File: config.mk
export PLATFORM = sky130hd
export DESIGN_NAME = mrd_top
export DESIGN_NICKNAME = d
export VERILOG_FILES = /design/src/design/mrd_pkg.sv /design/src/design/mrd_top.sv
export SDC_FILE = /design/constraint.sdc
export NUM_CORES = 2
export LEC_CHECK = 0
export ABC_AREA = 1
export BUFFER_PORTS_ARGS = -buffer_cell sky130_fd_sc_hd__buf_2
export CAP_MARGIN = 5
export CORE_MARGIN = 5
export CORE_UTILIZATION = 50
export CTS_BUF_LIST = sky130_fd_sc_hd__clkbuf_8
export CTS_CLUSTER_SIZE = 30
export DETAILED_ROUTE_END_ITERATION = 10
export PLACE_DENSITY = 0.66
export RECOVER_POWER = 50
export SETUP_SLACK_MARGIN = 0.5
export SLEW_MARGIN = 25
export SYNTH_ARGS = -nofsm -noshare
export SYNTH_HDL_FRONTEND = slang
export SYNTH_SLANG_ARGS = --single-unit
export TNS_END_PERCENT = 100
File: constraint.sdc
create_clock -name CLK_SYS -period 14.5 [get_ports CLK_SYS]
set_input_delay 2.9 -clock CLK_SYS [delete_from_list [all_inputs] [get_ports CLK_SYS]]
set_output_delay 2.9 -clock CLK_SYS [all_outputs]
set_load 0.01 [all_outputs]
File: src/design/mrd_pkg.sv
// constants, types and register map of the motor restart sequencer
package mrd_pkg;

   // =====================================================
   // timing
   localparam int unsigned CLK_HZ = 40_000_000;
   localparam int unsigned TICK_MS = 100;
   localparam int unsigned TICK_CYC_DEF = CLK_HZ / 1000 * TICK_MS;
   localparam int unsigned SEARCH_MAX_MS = 500;
   localparam int unsigned DIP_MAX_MS = 200;
   localparam logic [15:0] SEARCH_TICKS = 16'(SEARCH_MAX_MS / TICK_MS);
   localparam logic [15:0] DIP_TICKS = 16'(DIP_MAX_MS / TICK_MS);
   localparam logic [15:0] COAST_AUTO0 = 16'(500 / TICK_MS);
   localparam logic [15:0] COAST_AUTO1 = 16'(1000 / TICK_MS);
   localparam logic [15:0] COAST_AUTO2 = 16'(3000 / TICK_MS);
   localparam logic [15:0] COAST_AUTO3 = 16'(5000 / TICK_MS);
   localparam logic [7:0] VOLT_FULL = 8'h64;

   // =====================================================
   // register offsets (byte addresses)
   localparam logic [7:0] A_CFG = 8'h00;
   localparam logic [7:0] A_TIME = 8'h04;
   localparam logic [7:0] A_FIRST = 8'h08;
   localparam logic [7:0] A_ACC = 8'h0c;
   localparam logic [7:0] A_FREQ = 8'h10;
   localparam logic [7:0] A_INFN = 8'h14;
   localparam logic [7:0] A_STAT = 8'h18;
   localparam logic [7:0] A_FDET = 8'h1c;

   // =====================================================
   // field positions and codes
   localparam int F_MODE = 0;
   localparam int F_DIR = 4;
   localparam int F_REVP = 6;
   localparam int F_ENC = 8;
   localparam int F_SLV = 9;
   localparam int F_VEC = 10;
   localparam int F_HSL = 11;
   localparam int F_NOCOAST = 13;
   localparam int F_CAP = 14;
   localparam logic [1:0] DIR_NEVER = 2'h0;
   localparam logic [1:0] DIR_ALWAYS = 2'h1;
   localparam logic [1:0] DIR_COND = 2'h2;
   localparam logic [7:0] FN_RESTART_EN = 8'h06;
   localparam int N_TERM = 4;

   // =====================================================
   // reset values
   localparam logic [31:0] R_CFG = 32'h0000_2000;
   localparam logic [31:0] R_TIME = 32'h000a_0000;
   localparam logic [31:0] R_FIRST = 32'h9696_0000;
   localparam logic [31:0] R_ACC = 32'h0032_0032;
   localparam logic [31:0] R_FREQ = 32'h0032_1770;
   localparam logic [31:0] R_INFN = 32'h0000_0000;
   localparam logic [31:0] R_FDET = 32'h0000_1770;

   // =====================================================
   // types
   typedef enum logic [7:0] {
      ST_IDLE = 8'h01,
      ST_DIP = 8'h02,
      ST_SEARCH = 8'h04,
      ST_COAST = 8'h08,
      ST_RAMP = 8'h10,
      ST_ACCEL = 8'h20,
      ST_RUN = 8'h40,
      ST_DECREV = 8'h80
   } mrd_state_e;

   typedef struct packed {
      logic run;
      logic rev;
      logic search_req;
      logic [15:0] freq;
      logic [7:0] volt;
      logic [7:0] stall;
   } mrd_drive_s;

endpackage

File: src/design/mrd_top.sv
// restart sequencer for a coasting motor, with wishbone registers
`timescale 1ns/1ps
module mrd_top #(
   parameter int unsigned TICK_CYC = mrd_pkg::TICK_CYC_DEF
) (
   input wire logic CLK_SYS,
   input wire logic NRST,
   input wire logic WB_CYC_I,
   input wire logic WB_STB_I,
   input wire logic WB_WE_I,
   input wire logic [7:0] WB_ADR_I,
   input wire logic [3:0] WB_SEL_I,
   input wire logic [31:0] WB_DAT_I,
   output logic [31:0] WB_DAT_O,
   output logic WB_ACK_O,
   input wire logic CS_PIN,
   input wire logic [3:0] IN_TERM,
   input wire logic SUPPLY_OK,
   input wire logic START_FWD,
   input wire logic START_REV,
   input wire logic DRIVE_RESET,
   input wire logic RETRY_REQ,
   input wire logic SEARCH_DONE,
   input wire logic [15:0] SEARCH_SPEED,
   input wire logic SEARCH_REV,
   input wire logic [15:0] ENC_SPEED,
   input wire logic ENC_REV,
   output mrd_pkg::mrd_drive_s DRIVE,
   output logic SPEED_REACHED_FLAG,
   output logic FREQUENCY_DETECT_FLAG,
   output logic UNDERVOLTAGE_TRIP,
   output logic SUPPLY_LOSS_TRIP,
   output logic SUPPLY_LOSS_INDICATION
);

   // =====================================================
   // helpers
   // accumulator step: rate add per cycle against a cycle threshold
   function automatic logic [48:0] mrd_bres(input logic [47:0] acc,
      input logic [47:0] add, input logic [47:0] thr);
      logic [47:0] s;
      s = acc + add;
      if (s >= thr) begin
         mrd_bres = {1'b1, s - thr};
      end else begin
         mrd_bres = {1'b0, s};
      end
   endfunction

   function automatic logic [31:0] mrd_wr(input logic [31:0] old,
      input logic [31:0] nw, input logic [3:0] sel);
      for (int i = 0; i < 4; i++) begin
         old[i*8 +: 8] = sel[i] ? nw[i*8 +: 8] : old[i*8 +: 8];
      end
      mrd_wr = old;
   endfunction

   // =====================================================
   // pin synchronisers
   logic [9:0] s1_q, s2_q;
   // only the second stage is read anywhere
   always_ff @(posedge CLK_SYS or negedge NRST) begin
      if (!NRST) begin
         s1_q <= 10'h000;
         s2_q <= 10'h000;
      end else begin
         s1_q <= {RETRY_REQ, DRIVE_RESET, START_REV, START_FWD,
                  SUPPLY_OK, IN_TERM, CS_PIN};
         s2_q <= s1_q;
      end
   end
   logic cs_pin_s, sup_ok, st_fwd, st_rev, drst, retry;
   logic [3:0] term_s;
   assign cs_pin_s = s2_q[0];
   assign term_s = s2_q[4:1];
   assign sup_ok = s2_q[5];
   assign st_fwd = s2_q[6];
   assign st_rev = s2_q[7];
   assign drst = s2_q[8];
   assign retry = s2_q[9];

   // =====================================================
   // registers
   logic [31:0] cfg_q, time_q, first_q, acc_q, freq_q, infn_q, fdet_q;
   logic [31:0] rd_d;
   logic wb_req, wb_wr;
   assign wb_req = WB_CYC_I & WB_STB_I & ~WB_ACK_O;
   assign wb_wr = wb_req & WB_WE_I;

   logic [3:0] mode;
   logic [1:0] dir_sel, rev_prev, hsl, cap;
   logic enc_fb, slv, vec, no_coast;
   assign mode = cfg_q[mrd_pkg::F_MODE +: 4];
   assign dir_sel = cfg_q[mrd_pkg::F_DIR +: 2];
   assign rev_prev = cfg_q[mrd_pkg::F_REVP +: 2];
   assign enc_fb = cfg_q[mrd_pkg::F_ENC];
   assign slv = cfg_q[mrd_pkg::F_SLV];
   assign vec = cfg_q[mrd_pkg::F_VEC];
   assign hsl = cfg_q[mrd_pkg::F_HSL +: 2];
   assign no_coast = cfg_q[mrd_pkg::F_NOCOAST];
   assign cap = cfg_q[mrd_pkg::F_CAP +: 2];

   // writes land in the cycle of the acknowledge edge
   always_ff @(posedge CLK_SYS or negedge NRST) begin
      if (!NRST) begin
         cfg_q <= mrd_pkg::R_CFG;
         time_q <= mrd_pkg::R_TIME;
         first_q <= mrd_pkg::R_FIRST;
         acc_q <= mrd_pkg::R_ACC;
         freq_q <= mrd_pkg::R_FREQ;
         infn_q <= mrd_pkg::R_INFN;
         fdet_q <= mrd_pkg::R_FDET;
      end else if (wb_wr) begin
         if (WB_ADR_I == mrd_pkg::A_CFG) begin
            cfg_q <= mrd_wr(cfg_q, WB_DAT_I, WB_SEL_I);
         end else if (WB_ADR_I == mrd_pkg::A_TIME) begin
            time_q <= mrd_wr(time_q, WB_DAT_I, WB_SEL_I);
         end else if (WB_ADR_I == mrd_pkg::A_FIRST) begin
            first_q <= mrd_wr(first_q, WB_DAT_I, WB_SEL_I);
         end else if (WB_ADR_I == mrd_pkg::A_ACC) begin
            acc_q <= mrd_wr(acc_q, WB_DAT_I, WB_SEL_I);
         end else if (WB_ADR_I == mrd_pkg::A_FREQ) begin
            freq_q <= mrd_wr(freq_q, WB_DAT_I, WB_SEL_I);
         end else if (WB_ADR_I == mrd_pkg::A_INFN) begin
            infn_q <= mrd_wr(infn_q, WB_DAT_I, WB_SEL_I);
         end else if (WB_ADR_I == mrd_pkg::A_FDET) begin
            fdet_q <= mrd_wr(fdet_q, WB_DAT_I, WB_SEL_I);
         end
      end
   end

   // =====================================================
   // arming and mode decode
   logic term_hit;
   // any terminal may carry the enable besides its own pin
   always_comb begin
      term_hit = 1'b0;
      for (int i = 0; i < mrd_pkg::N_TERM; i++) begin
         if (term_s[i] && infn_q[i*8 +: 8] == mrd_pkg::FN_RESTART_EN) begin
            term_hit = 1'b1;
         end
      end
   end
   logic cs_on, hsl_block, armed, inhibit, every, use_enc, use_rv;
   logic dir_det, skip_cush, cmd_on, cmd_rev;
   logic [3:0] m_lo;
   assign cs_on = cs_pin_s | term_hit;
   assign hsl_block = hsl[1];
   assign armed = cs_on & ~no_coast & ~hsl_block;
   assign inhibit = ~no_coast & ~cs_on;
   assign every = mode >= 4'ha;
   assign m_lo = every ? mode - 4'ha : mode;
   assign use_enc = vec | (enc_fb & m_lo == 4'h2);
   assign use_rv = ~use_enc & m_lo == 4'h1;
   assign dir_det = dir_sel == mrd_pkg::DIR_ALWAYS
      | (dir_sel == mrd_pkg::DIR_COND & rev_prev == 2'h0);
   assign skip_cush = use_enc | slv | vec;
   assign cmd_on = st_fwd | st_rev;
   assign cmd_rev = st_rev & ~st_fwd;

   logic [15:0] coast_ticks, cush_ticks, set_f, start_f;
   logic [7:0] fc_time, fc_volt, stall_rs, stall_nm;
   assign cush_ticks = time_q[31:16];
   assign fc_time = first_q[7:0];
   assign fc_volt = first_q[15:8];
   assign stall_rs = first_q[23:16];
   assign stall_nm = first_q[31:24];
   assign set_f = freq_q[15:0];
   assign start_f = freq_q[31:16];
   // zero picks a wait that grows with drive size
   assign coast_ticks = time_q[15:0] != 16'h0000 ? time_q[15:0]
      : cap == 2'h0 ? mrd_pkg::COAST_AUTO0
      : cap == 2'h1 ? mrd_pkg::COAST_AUTO1
      : cap == 2'h2 ? mrd_pkg::COAST_AUTO2
      : mrd_pkg::COAST_AUTO3;

   // =====================================================
   // sequencer state
   mrd_pkg::mrd_state_e st_q, st_d;
   logic [31:0] tk_q, tk_d;
   logic [15:0] tm_q, tm_d, fr_q, fr_d, sto_q, sto_d, dip_q, dip_d;
   logic [7:0] vo_q, vo_d;
   logic [47:0] av_q, av_d, af_q, af_d;
   logic rv_q, rv_d, rst_q, rst_d, first_pend_q, first_pend_d;
   logic pend_q, pend_d, ok_q, ok_d, dec_q, dec_d;
   logic uvt_q, uvt_d, slt_q, slt_d, drst_q, retry_q;
   logic tick, running;
   logic [47:0] thr_cush, thr_acc;
   logic [48:0] bv, bf;
   assign tick = tk_q == TICK_CYC - 1;
   // the restart time has a fixed 0.1 s step whatever the normal one
   assign thr_acc = 48'(rst_q ? acc_q[15:0] : acc_q[31:16])
      * 48'(TICK_CYC);
   assign thr_cush = 48'(cush_ticks) * 48'(TICK_CYC);
   assign bv = mrd_bres(av_q, 48'(mrd_pkg::VOLT_FULL - fc_volt), thr_cush);
   assign bf = mrd_bres(af_q, 48'(set_f), thr_acc);
   assign running = st_q != mrd_pkg::ST_IDLE & st_q != mrd_pkg::ST_DIP;

   // next state of the restart sequencer
   always_comb begin
      st_d = st_q;
      tm_d = tick ? tm_q + 16'h0001 : tm_q;
      fr_d = fr_q;
      vo_d = vo_q;
      rv_d = rv_q;
      av_d = av_q;
      af_d = af_q;
      rst_d = rst_q;
      first_pend_d = first_pend_q;
      pend_d = pend_q | (drst_q & ~drst) | (retry & ~retry_q);
      ok_d = ok_q;
      dec_d = dec_q;
      dip_d = dip_q;
      uvt_d = uvt_q;
      slt_d = slt_q;
      sto_d = (st_q == mrd_pkg::ST_RUN) ? fr_q : sto_q;
      if (drst) begin
         st_d = mrd_pkg::ST_IDLE;
         uvt_d = 1'b0;
         slt_d = 1'b0;
      end else if (!sup_ok && running) begin
         if (armed) begin
            st_d = mrd_pkg::ST_DIP;
            dip_d = 16'h0000;
         end else begin
            st_d = mrd_pkg::ST_IDLE;
            slt_d = 1'b1;
         end
      end else if (running && (!cmd_on || inhibit)) begin
         st_d = mrd_pkg::ST_IDLE;
      end else begin
         case (st_q)
            mrd_pkg::ST_IDLE: begin
               fr_d = 16'h0000;
               vo_d = 8'h00;
               if (retry & ~retry_q) begin
                  uvt_d = 1'b0;
                  slt_d = 1'b0;
               end
               if (!sup_ok && !armed && cmd_on) begin
                  uvt_d = 1'b1; // set outlasts a retry clear
               end
               if (cmd_on && sup_ok && !inhibit && !uvt_q && !slt_q) begin
                  tm_d = 16'h0000;
                  av_d = 48'h0;
                  af_d = 48'h0;
                  pend_d = 1'b0;
                  if (armed && (every || first_pend_q || pend_q)) begin
                     rst_d = 1'b1;
                     ok_d = 1'b0;
                     dec_d = 1'b0;
                     first_pend_d = 1'b0;
                     rv_d = cmd_rev;
                     if (use_rv) begin
                        // stored value is lost after a long dip
                        fr_d = (dip_q >= mrd_pkg::DIP_TICKS
                           || sto_q == 16'h0000) ? start_f : sto_q;
                        if (slv) begin
                           vo_d = mrd_pkg::VOLT_FULL;
                           ok_d = 1'b1;
                           st_d = mrd_pkg::ST_ACCEL;
                        end else begin
                           st_d = mrd_pkg::ST_COAST;
                        end
                     end else if (use_enc) begin
                        fr_d = ENC_SPEED;
                        rv_d = ENC_REV;
                        dec_d = ENC_REV & rev_prev == 2'h1 & ~cmd_rev;
                        st_d = (ENC_REV & rev_prev == 2'h1 & cmd_rev)
                           ? mrd_pkg::ST_IDLE : mrd_pkg::ST_COAST;
                     end else begin
                        st_d = mrd_pkg::ST_SEARCH;
                     end
                  end else begin
                     rst_d = 1'b0;
                     ok_d = 1'b1;
                     fr_d = start_f;
                     rv_d = cmd_rev;
                     vo_d = mrd_pkg::VOLT_FULL;
                     st_d = mrd_pkg::ST_ACCEL;
                  end
               end
            end
            mrd_pkg::ST_DIP: begin
               fr_d = 16'h0000;
               vo_d = 8'h00;
               if (tick && dip_q != 16'hffff) begin
                  dip_d = dip_q + 16'h0001;
               end
               if (sup_ok) begin
                  pend_d = 1'b1;
                  st_d = mrd_pkg::ST_IDLE;
               end
            end
            mrd_pkg::ST_SEARCH: begin
               // a search that never answers gives up at zero speed
               if (SEARCH_DONE || tm_q >= mrd_pkg::SEARCH_TICKS) begin
                  fr_d = SEARCH_DONE ? SEARCH_SPEED : 16'h0000;
                  rv_d = SEARCH_DONE & SEARCH_REV & dir_det;
                  tm_d = 16'h0000;
                  if (rv_d && rev_prev == 2'h1) begin
                     dec_d = ~cmd_rev;
                     st_d = cmd_rev ? mrd_pkg::ST_IDLE
                        : mrd_pkg::ST_COAST;
                  end else begin
                     st_d = mrd_pkg::ST_COAST;
                  end
               end
            end
            mrd_pkg::ST_COAST: begin
               if (tm_q >= coast_ticks) begin
                  tm_d = 16'h0000;
                  vo_d = fc_volt;
                  st_d = mrd_pkg::ST_RAMP;
               end
            end
            mrd_pkg::ST_RAMP: begin
               if (skip_cush || cush_ticks == 16'h0000
                   || vo_q >= mrd_pkg::VOLT_FULL) begin
                  vo_d = mrd_pkg::VOLT_FULL;
                  ok_d = 1'b1;
                  st_d = dec_q ? mrd_pkg::ST_DECREV : mrd_pkg::ST_ACCEL;
               end else if (tm_q >= 16'(fc_time)) begin
                  av_d = bv[47:0];
                  vo_d = vo_q + {7'h00, bv[48]};
               end
            end
            mrd_pkg::ST_DECREV: begin
               if (fr_q == 16'h0000) begin
                  rv_d = 1'b0;
                  st_d = mrd_pkg::ST_ACCEL;
               end else begin
                  af_d = bf[47:0];
                  fr_d = (thr_acc == 48'h0) ? 16'h0000
                     : fr_q - {15'h0000, bf[48]};
               end
            end
            mrd_pkg::ST_ACCEL: begin
               if (fr_q == set_f) begin
                  st_d = mrd_pkg::ST_RUN;
               end else if (thr_acc == 48'h0) begin
                  fr_d = set_f;
               end else begin
                  af_d = bf[47:0];
                  fr_d = fr_q < set_f ? fr_q + {15'h0000, bf[48]}
                     : fr_q - {15'h0000, bf[48]};
               end
            end
            mrd_pkg::ST_RUN: begin
               rst_d = 1'b0;
               fr_d = set_f;
            end
            default: st_d = mrd_pkg::ST_IDLE;
         endcase
      end
      tk_d = (tick || st_d != st_q) ? 32'h0 : tk_q + 32'h1;
      if (st_d != st_q) begin
         tm_d = (st_d == mrd_pkg::ST_RAMP || st_d == mrd_pkg::ST_COAST)
            ? 16'h0000 : tm_d;
      end
   end

   // sequencer flops
   always_ff @(posedge CLK_SYS or negedge NRST) begin
      if (!NRST) begin
         st_q <= mrd_pkg::ST_IDLE;
         {tk_q, tm_q, fr_q, sto_q, dip_q, vo_q} <= 88'h0;
         {av_q, af_q} <= 96'h0;
         {rv_q, rst_q, pend_q, ok_q, dec_q} <= 5'h00;
         first_pend_q <= 1'b1;
         {uvt_q, slt_q, drst_q, retry_q} <= 4'h0;
      end else begin
         st_q <= st_d;
         {tk_q, tm_q, fr_q, sto_q, dip_q, vo_q} <=
            {tk_d, tm_d, fr_d, sto_d, dip_d, vo_d};
         {av_q, af_q} <= {av_d, af_d};
         {rv_q, rst_q, pend_q, ok_q, dec_q} <=
            {rv_d, rst_d, pend_d, ok_d, dec_d};
         first_pend_q <= first_pend_d;
         {uvt_q, slt_q, drst_q, retry_q} <= {uvt_d, slt_d, drst, retry};
      end
   end

   // =====================================================
   // outputs and read data
   mrd_pkg::mrd_drive_s drv_d;
   logic sr_d, fd_d;
   assign drv_d.run = running;
   assign drv_d.rev = rv_q;
   assign drv_d.search_req = st_q == mrd_pkg::ST_SEARCH;
   assign drv_d.freq = fr_q;
   assign drv_d.volt = vo_q;
   assign drv_d.stall = rst_q ? stall_rs : stall_nm;
   assign sr_d = ok_q & st_q == mrd_pkg::ST_RUN & fr_q == set_f;
   assign fd_d = ok_q & running & fr_q >= fdet_q[15:0];

   // unmapped offsets read as zero
   assign rd_d = WB_ADR_I == mrd_pkg::A_CFG ? cfg_q
      : WB_ADR_I == mrd_pkg::A_TIME ? time_q
      : WB_ADR_I == mrd_pkg::A_FIRST ? first_q
      : WB_ADR_I == mrd_pkg::A_ACC ? acc_q
      : WB_ADR_I == mrd_pkg::A_FREQ ? freq_q
      : WB_ADR_I == mrd_pkg::A_INFN ? infn_q
      : WB_ADR_I == mrd_pkg::A_FDET ? fdet_q
      : WB_ADR_I == mrd_pkg::A_STAT ? {fr_q, 4'h0, first_pend_q,
         slt_q, uvt_q, armed, st_q} : 32'h0;

   always_ff @(posedge CLK_SYS or negedge NRST) begin
      if (!NRST) begin
         DRIVE <= '0;
         {SPEED_REACHED_FLAG, FREQUENCY_DETECT_FLAG} <= 2'h0;
         {UNDERVOLTAGE_TRIP, SUPPLY_LOSS_TRIP} <= 2'h0;
         SUPPLY_LOSS_INDICATION <= 1'b0;
         WB_ACK_O <= 1'b0;
         WB_DAT_O <= 32'h0;
      end else begin
         DRIVE <= drv_d;
         {SPEED_REACHED_FLAG, FREQUENCY_DETECT_FLAG} <= {sr_d, fd_d};
         {UNDERVOLTAGE_TRIP, SUPPLY_LOSS_TRIP} <= {uvt_q, slt_q};
         SUPPLY_LOSS_INDICATION <= uvt_q | slt_q;
         WB_ACK_O <= wb_req;
         WB_DAT_O <= wb_req ? rd_d : 32'h0;
      end
   end

endmodule

### Word-level counts from Yosys, hierarchy flattened

Cells that the tools add are included.

| word-level totals | value |
|---|---|
| bits in registers | 535 |
| input bits | 94 |
| output and inout port bits | 73 |
| logic and storage cells | 405 |

| cells by class | value |
|---|---|
| add/sub/neg operators | 12 |
| multiply operators | 2 |
| magnitude comparators | 10 |
| equal/unequal tests | 53 |
| mux-type cells | 127 |
| bitwise logic cells | 48 |
| reduce and logical (&&, ||, !) cells | 91 |

Operator list:

| kind | number |
|---|---|
| 2-to-1 mux 16 bit | 28 |
| 2-to-1 mux 32 bit | 10 |
| 2-to-1 mux 48 bit | 6 |
| 2-to-1 mux 8 bit | 19 |
| case mux 48 bit (3 select lines) | 1 |
| 2-to-1 mux 49 bit | 2 |
| greater-or-equal comparator 48 x 38 -> 1 bit | 2 |
| case mux 16 bit (6 select lines) | 1 |
| case mux 48 bit (2 select lines) | 1 |
| subtractor 48 x 38 -> 48 bit | 2 |
| case mux 8 bit (8 select lines) | 1 |
| multiplier 16 x 14 -> 30 bit (second input constant) | 2 |
| AND reduction 7 bit | 7 |
| adder 48 x 16 -> 48 bit | 1 |
| adder 48 bit | 1 |
| == test 8 x 3 -> 1 bit (second input constant) | 6 |
| == test 8 x 5 -> 1 bit (second input constant) | 6 |
| logical NOT 16 bit | 3 |
| logical NOT 48 bit | 1 |
| case mux 16 bit (3 select lines) | 1 |
| AND reduction 8 bit | 6 |
| AND reduction 6 bit | 7 |
| 2-to-1 mux 1 bit | 39 |
| AND reduction 9 bit | 4 |
| 56 further kinds | 186 |

### Logic depth before layout (Yosys ltp)

| depth | value |
|---|---|
| word-level depth | 22 |
| mapped depth | 54 |
| depth with buffers taken out | 52 |

### Least setup slack after synthesis

OpenSTA, ideal clock, no wires.

| timing | value |
|---|---|
| path kind | reg-to-reg |
| start point | register rst_q |
| end point | register fr_q[13] |
| library setup time | 113 ps |
| data arrival time | 8512 ps |
| data required time | 14387 ps |
| slack | 5875 ps |
| cell stages (with the launch flop) | 48 |
| path buffers | 3 |
| period minus slack after synthesis | 8625 ps |
| cell sequence | dfrtp_1 clkbuf_1 clkbuf_1 nand2_1 o21ai_0 inv_1 fa_1 fa_1 fa_1 inv_1 fa_1 inv_1 ha_1 inv_1 fa_1 inv_1 ha_1 nand2_1 (+12 left out) inv_1 nand2_1 nand2_1 nand3_2 buf_2 ha_1 nand3_1 nor3_1 nand2_1 nor3_1 nand2_1 xor2_1 o21ai_0 nand2_1 nand3_1 nand4_1 nand2_1 inv_1 |

| between the ends | value |
|---|---|
| cells in the longest elaborated chain, start to end | 9 |
| elaborated cells on any way between the ends | 13 |
| those cells by class | 2 x add/sub; 1 x mul; 1 x order compare; 8 x mux; 1 x reduce/logical |

Ends and longest elaborated chain:

| what | line | RTL |
|---|---|---|
| start: declaration | mrd_top.sv:184 | `logic rv_q, rv_d, rst_q, rst_d, first_pend_q, first_pend_d;` |
| start signal: assignment | mrd_top.sv:377 | `{rv_q, rst_q, pend_q, ok_q, dec_q} <=` |
| 2-to-1 mux 16 bit * | mrd_top.sv:192 | `assign thr_acc = 48'(rst_q ? acc_q[15:0] : acc_q[31:16])` |
| multiplier 16 x 14 -> 30 bit * | mrd_top.sv:193 | `* 48'(TICK_CYC);` |
| greater-or-equal comparator 48 x 38 -> 1 bit | mrd_top.sv:43 | `if (s >= thr) begin` |
| 2-to-1 mux 49 bit | mrd_top.sv:43 |  |
| subtractor 16 x 1 -> 16 bit or adder 16 x 1 -> 16 bit (tied branches) | mrd_top.sv:335, mrd_top.sv:346, mrd_top.sv:345 |  |
| 2-to-1 mux 16 bit | mrd_top.sv:345 | `fr_d = fr_q < set_f ? fr_q + {15'h0000, bf[48]}` |
| 2-to-1 mux 16 bit | mrd_top.sv:341 | `end else if (thr_acc == 48'h0) begin` |
| 2-to-1 mux 16 bit | mrd_top.sv:339 | `if (fr_q == set_f) begin` |
| case mux 16 bit (6 select lines) * | mrd_top.sv:232 | `case (st_q)` |
| end signal: assignment | mrd_top.sv:374 | `{tk_q, tm_q, fr_q, sto_q, dip_q, vo_q} <=` |
| end: declaration | mrd_top.sv:181 | `logic [15:0] tm_q, tm_d, fr_q, fr_d, sto_q, sto_d, dip_q, dip_d;` |

Every way passes the cells marked *; elsewhere a longest branch is shown, timed or not. The select of a mux whose other input is x is not followed.
A chain may end at the register's enable or synchronous reset.

### Worst setup path in the final report

Same ends and word-level chain as after synthesis.

==> impl_metrics.toml <==
[worst_setup_path]
worst-path-stages = 46
endpoint = "fr_q[13]"
r2r_cells = 46
critical_path_buf_inv_count = 11
cp-end-kind = "register"
cpPeakStageDelay_ps = 1210
cp_slowest_cell = "clkbuf_1"
timing.rr.start = "rst_q"
crit_type = "register to register"
crit_fanout = 39
reg2reg_to = "fr_q[13]"
crit_family = "adder cells"
critPathLaunch = "rst_q"
worst-r2r-setup-slack_ps = 3390
required_ps = 15160
worst_path_most_repeated_cell = "inv_1"
startpoint_type = "register"
cp.arrival_ps = 11770

[clocking]
clk_latency_ps = 800
cts_buffer_depth = 3
clockRootBuffer = "clkbuf_8"
path_clk_slew_ps = 60
cts_made_buffers = 100
hold_buffers = 0
cts.sinks = 535
cts_tree = "yes"
ctsResizeCount = 0
htreeDepth = 3
postCtsSetupBuffers = 0

[power_and_ir_drop]
leakagePower_nw = 26.77
powerDensity_mw_per_mm2 = 157.1
finalPower_mw = 7.861
vdd_ir_drop_max_v = 0.0001761

[yosys]
yosysMostFrequentCell = "nand2_1"
yosysUniqueCellTypes = 68
yosysSeqAreaShare_pct = 29.25
synthTopCellsByArea = "dfrtp_1 (27%), nand2_1 (14%), ha_1 (11%)"
synth_ff_type = "dfrtp_1"
yosysTopAreaCell = "dfrtp_1"
synth-seq-cells = 535
async_flop_share_pct = 100.0
syn_inst = 6509
synth_common_cells = "nand2_1 (1749), inv_1 (998), o21ai_0 (542), dfrtp_1 (499), nor2_1 (464)"
yosysWarnings = 0
avgSynthCellArea_sq_um = 7.056
synth_area_sq_mm = 0.04593
synth_edf_count = 0
synth_top_cell_area_share_pct = 27.19
synth_fp_nets = 7133

[timing]
skew_ps = 50.47
slew_headroom_pct = -271.4
tightest_slew_ps = 5571
max_freq_mhz = 90.04
hold_viol = 0
period_minus_slack_ps = 11110
setup_viol = 0
worst_slack_ps = 3394
final_max_slew_viol_count = 571
finalSetupTns_ps = 0
min_period_over_period_pct = 76.59
rsz0062_at_grt = "false"

[worst_hold_path]
hp-class = "register to register"
hold_path_depth = 0

[status]
failed_checks = "capacitance limit, slew limit"
status = "finished with violations"

[die]
die_w_microns = 313.1
start_util_pct = 50.25
rows = 111
pin_count = 167
die_area_sq_mm = 0.09801
die_y_microns = 313.1
fp.coreArea_sq_mm = 0.09139

[placement]
post-dp-hpwl_microns = 129700
pre_cts_slack_ps = 4765
port_buffers = 166
postPlaceCellArea_sq_mm = 0.04798
finalWeightedCongestion = 1.010

[finish]
final_cell_area_sq_mm = 0.05004
drive_gt1_share_pct = 5.779
multi_input_area_sq_mm = 0.02803
nets = 7285
seq_area_sq_mm = 0.01343
syn_to_final_growth_pct = 8.958
fill_cells = 9055
postLayoutCoreUtil_pct = 54.76

[routing]
ant_nets = 0
wl_microns = 164600
wl_per_cell_microns = 20.74
firstDrtPassIters = 8
vias_per_cell = 5.678
drt_iter0_markers = 4776
vias = 45060
drc = 0

[grt]
antenna_found_initial = 4
grt_pass1_vias = 42970
grt_overflow = 0
grt_max_degree = 153
grt_pass1_wl_microns = 252200
track_usage_pct = 32.81

[flow_run]
drv_cap = 10
-- layer usage --
layer	vias up	part of all wire, %	GRT usage, %
li1	21560	-	-
met5	-	0	0
met3	383	8.2	5.805
met1	21120	43	44.83
met2	2000	43	50.06
met4	0	6.2	17.09
-- where the power goes --
| group | switching (mW) | total [mW] | internal (mW) |
|---|---|---|---|
| logic | 3.04 | 4.50 | 1.46 |
| clock network | 0.751 | 1.66 | 0.908 |
| registers | 0.128 | 1.70 | 1.57 |
| total | 3.91 | 7.86 | 3.95 |
-- cell families after synthesis --
kind of cell,Yosys count,synth area share (%)
buf+inv,1166,9.696
simple gates,2972,27.39
fa+ha+maj,530,16.30
xor+xnor,224,4.272
flops,535,29.25
compound gates,1082,13.09
-- worst min-delay path by stage --
stage	startpoint	to
after floorplan	s1_q[0]	s2_q[0]
after global placement	s1_q[8]	s2_q[8]
after detailed placement	s1_q[0]	s2_q[0]
after CTS	s1_q[0]	s2_q[0]
after global routing	s1_q[0]	s2_q[0]
final	s1_q[0]	s2_q[0]
-- state kept, by name, summed over array words and instances (netlist names), 8 cells and up --
signal    cells
freq_q       32
av_q         48
s2_q         10
s1_q         10
infn_q       32
acc_q        32
tm_q         16
time_q       32
cfg_q        32
af_q         48
first_q      32
tk_q         32
fdet_q       32
fr_q         16
WB_DAT_O     32
DRIVE        35
dip_q        16
st_q          8
sto_q        16
vo_q          8
-- through the flow --
step	hold slack, ps	instances
3_3_place_gp	332.0	7744
2_1_floorplan	331.2	6509
6_report	339.9	7937
3_5_place_dp	334.7	7745
5_1_grt	336.6	7935
4_1_cts	332.5	7934
-- layout by cell type, fill, tap and decap left out, types with 13 or more instances in the layout --
| cell type | n |
|---|---|
| a21o_1 | 13 |
| a21oi_1 | 320 |
| a31oi_1 | 20 |
| buf_2 | 104 |
| buf_4 | 30 |
| clkbuf_1 | 69 |
| clkbuf_8 | 120 |
| clkinv_2 | 21 |
| dfrtp_1 | 499 |
| dfstp_2 | 35 |
| fa_1 | 114 |
| ha_1 | 416 |
| inv_1 | 1032 |
| nand2_1 | 1752 |
| nand3_1 | 408 |
| nand3b_1 | 22 |
| nand4_1 | 161 |
| nor2_1 | 458 |
| nor2_2 | 26 |
| nor3_1 | 75 |
| nor4_1 | 31 |
| o211ai_1 | 25 |
| o21a_1 | 18 |
| o21ai_0 | 542 |
| o21bai_1 | 25 |
| o221ai_1 | 35 |
| o22ai_1 | 20 |
| or2_2 | 13 |
| xnor2_1 | 89 |
| xor2_1 | 135 |
-- cell type report --
cell class                 instances  area share (%)
timing repair buffer             207           2.103
multi-input combinational       4808           56.02
antenna                            3         0.01500
sequential                       535           26.84
inverter                        1009           7.574
clock buffer                     120           3.301
tap                             1186           2.966
clock inverter                    69           1.175
Note: power is estimated with default switching activity, not from simulation.
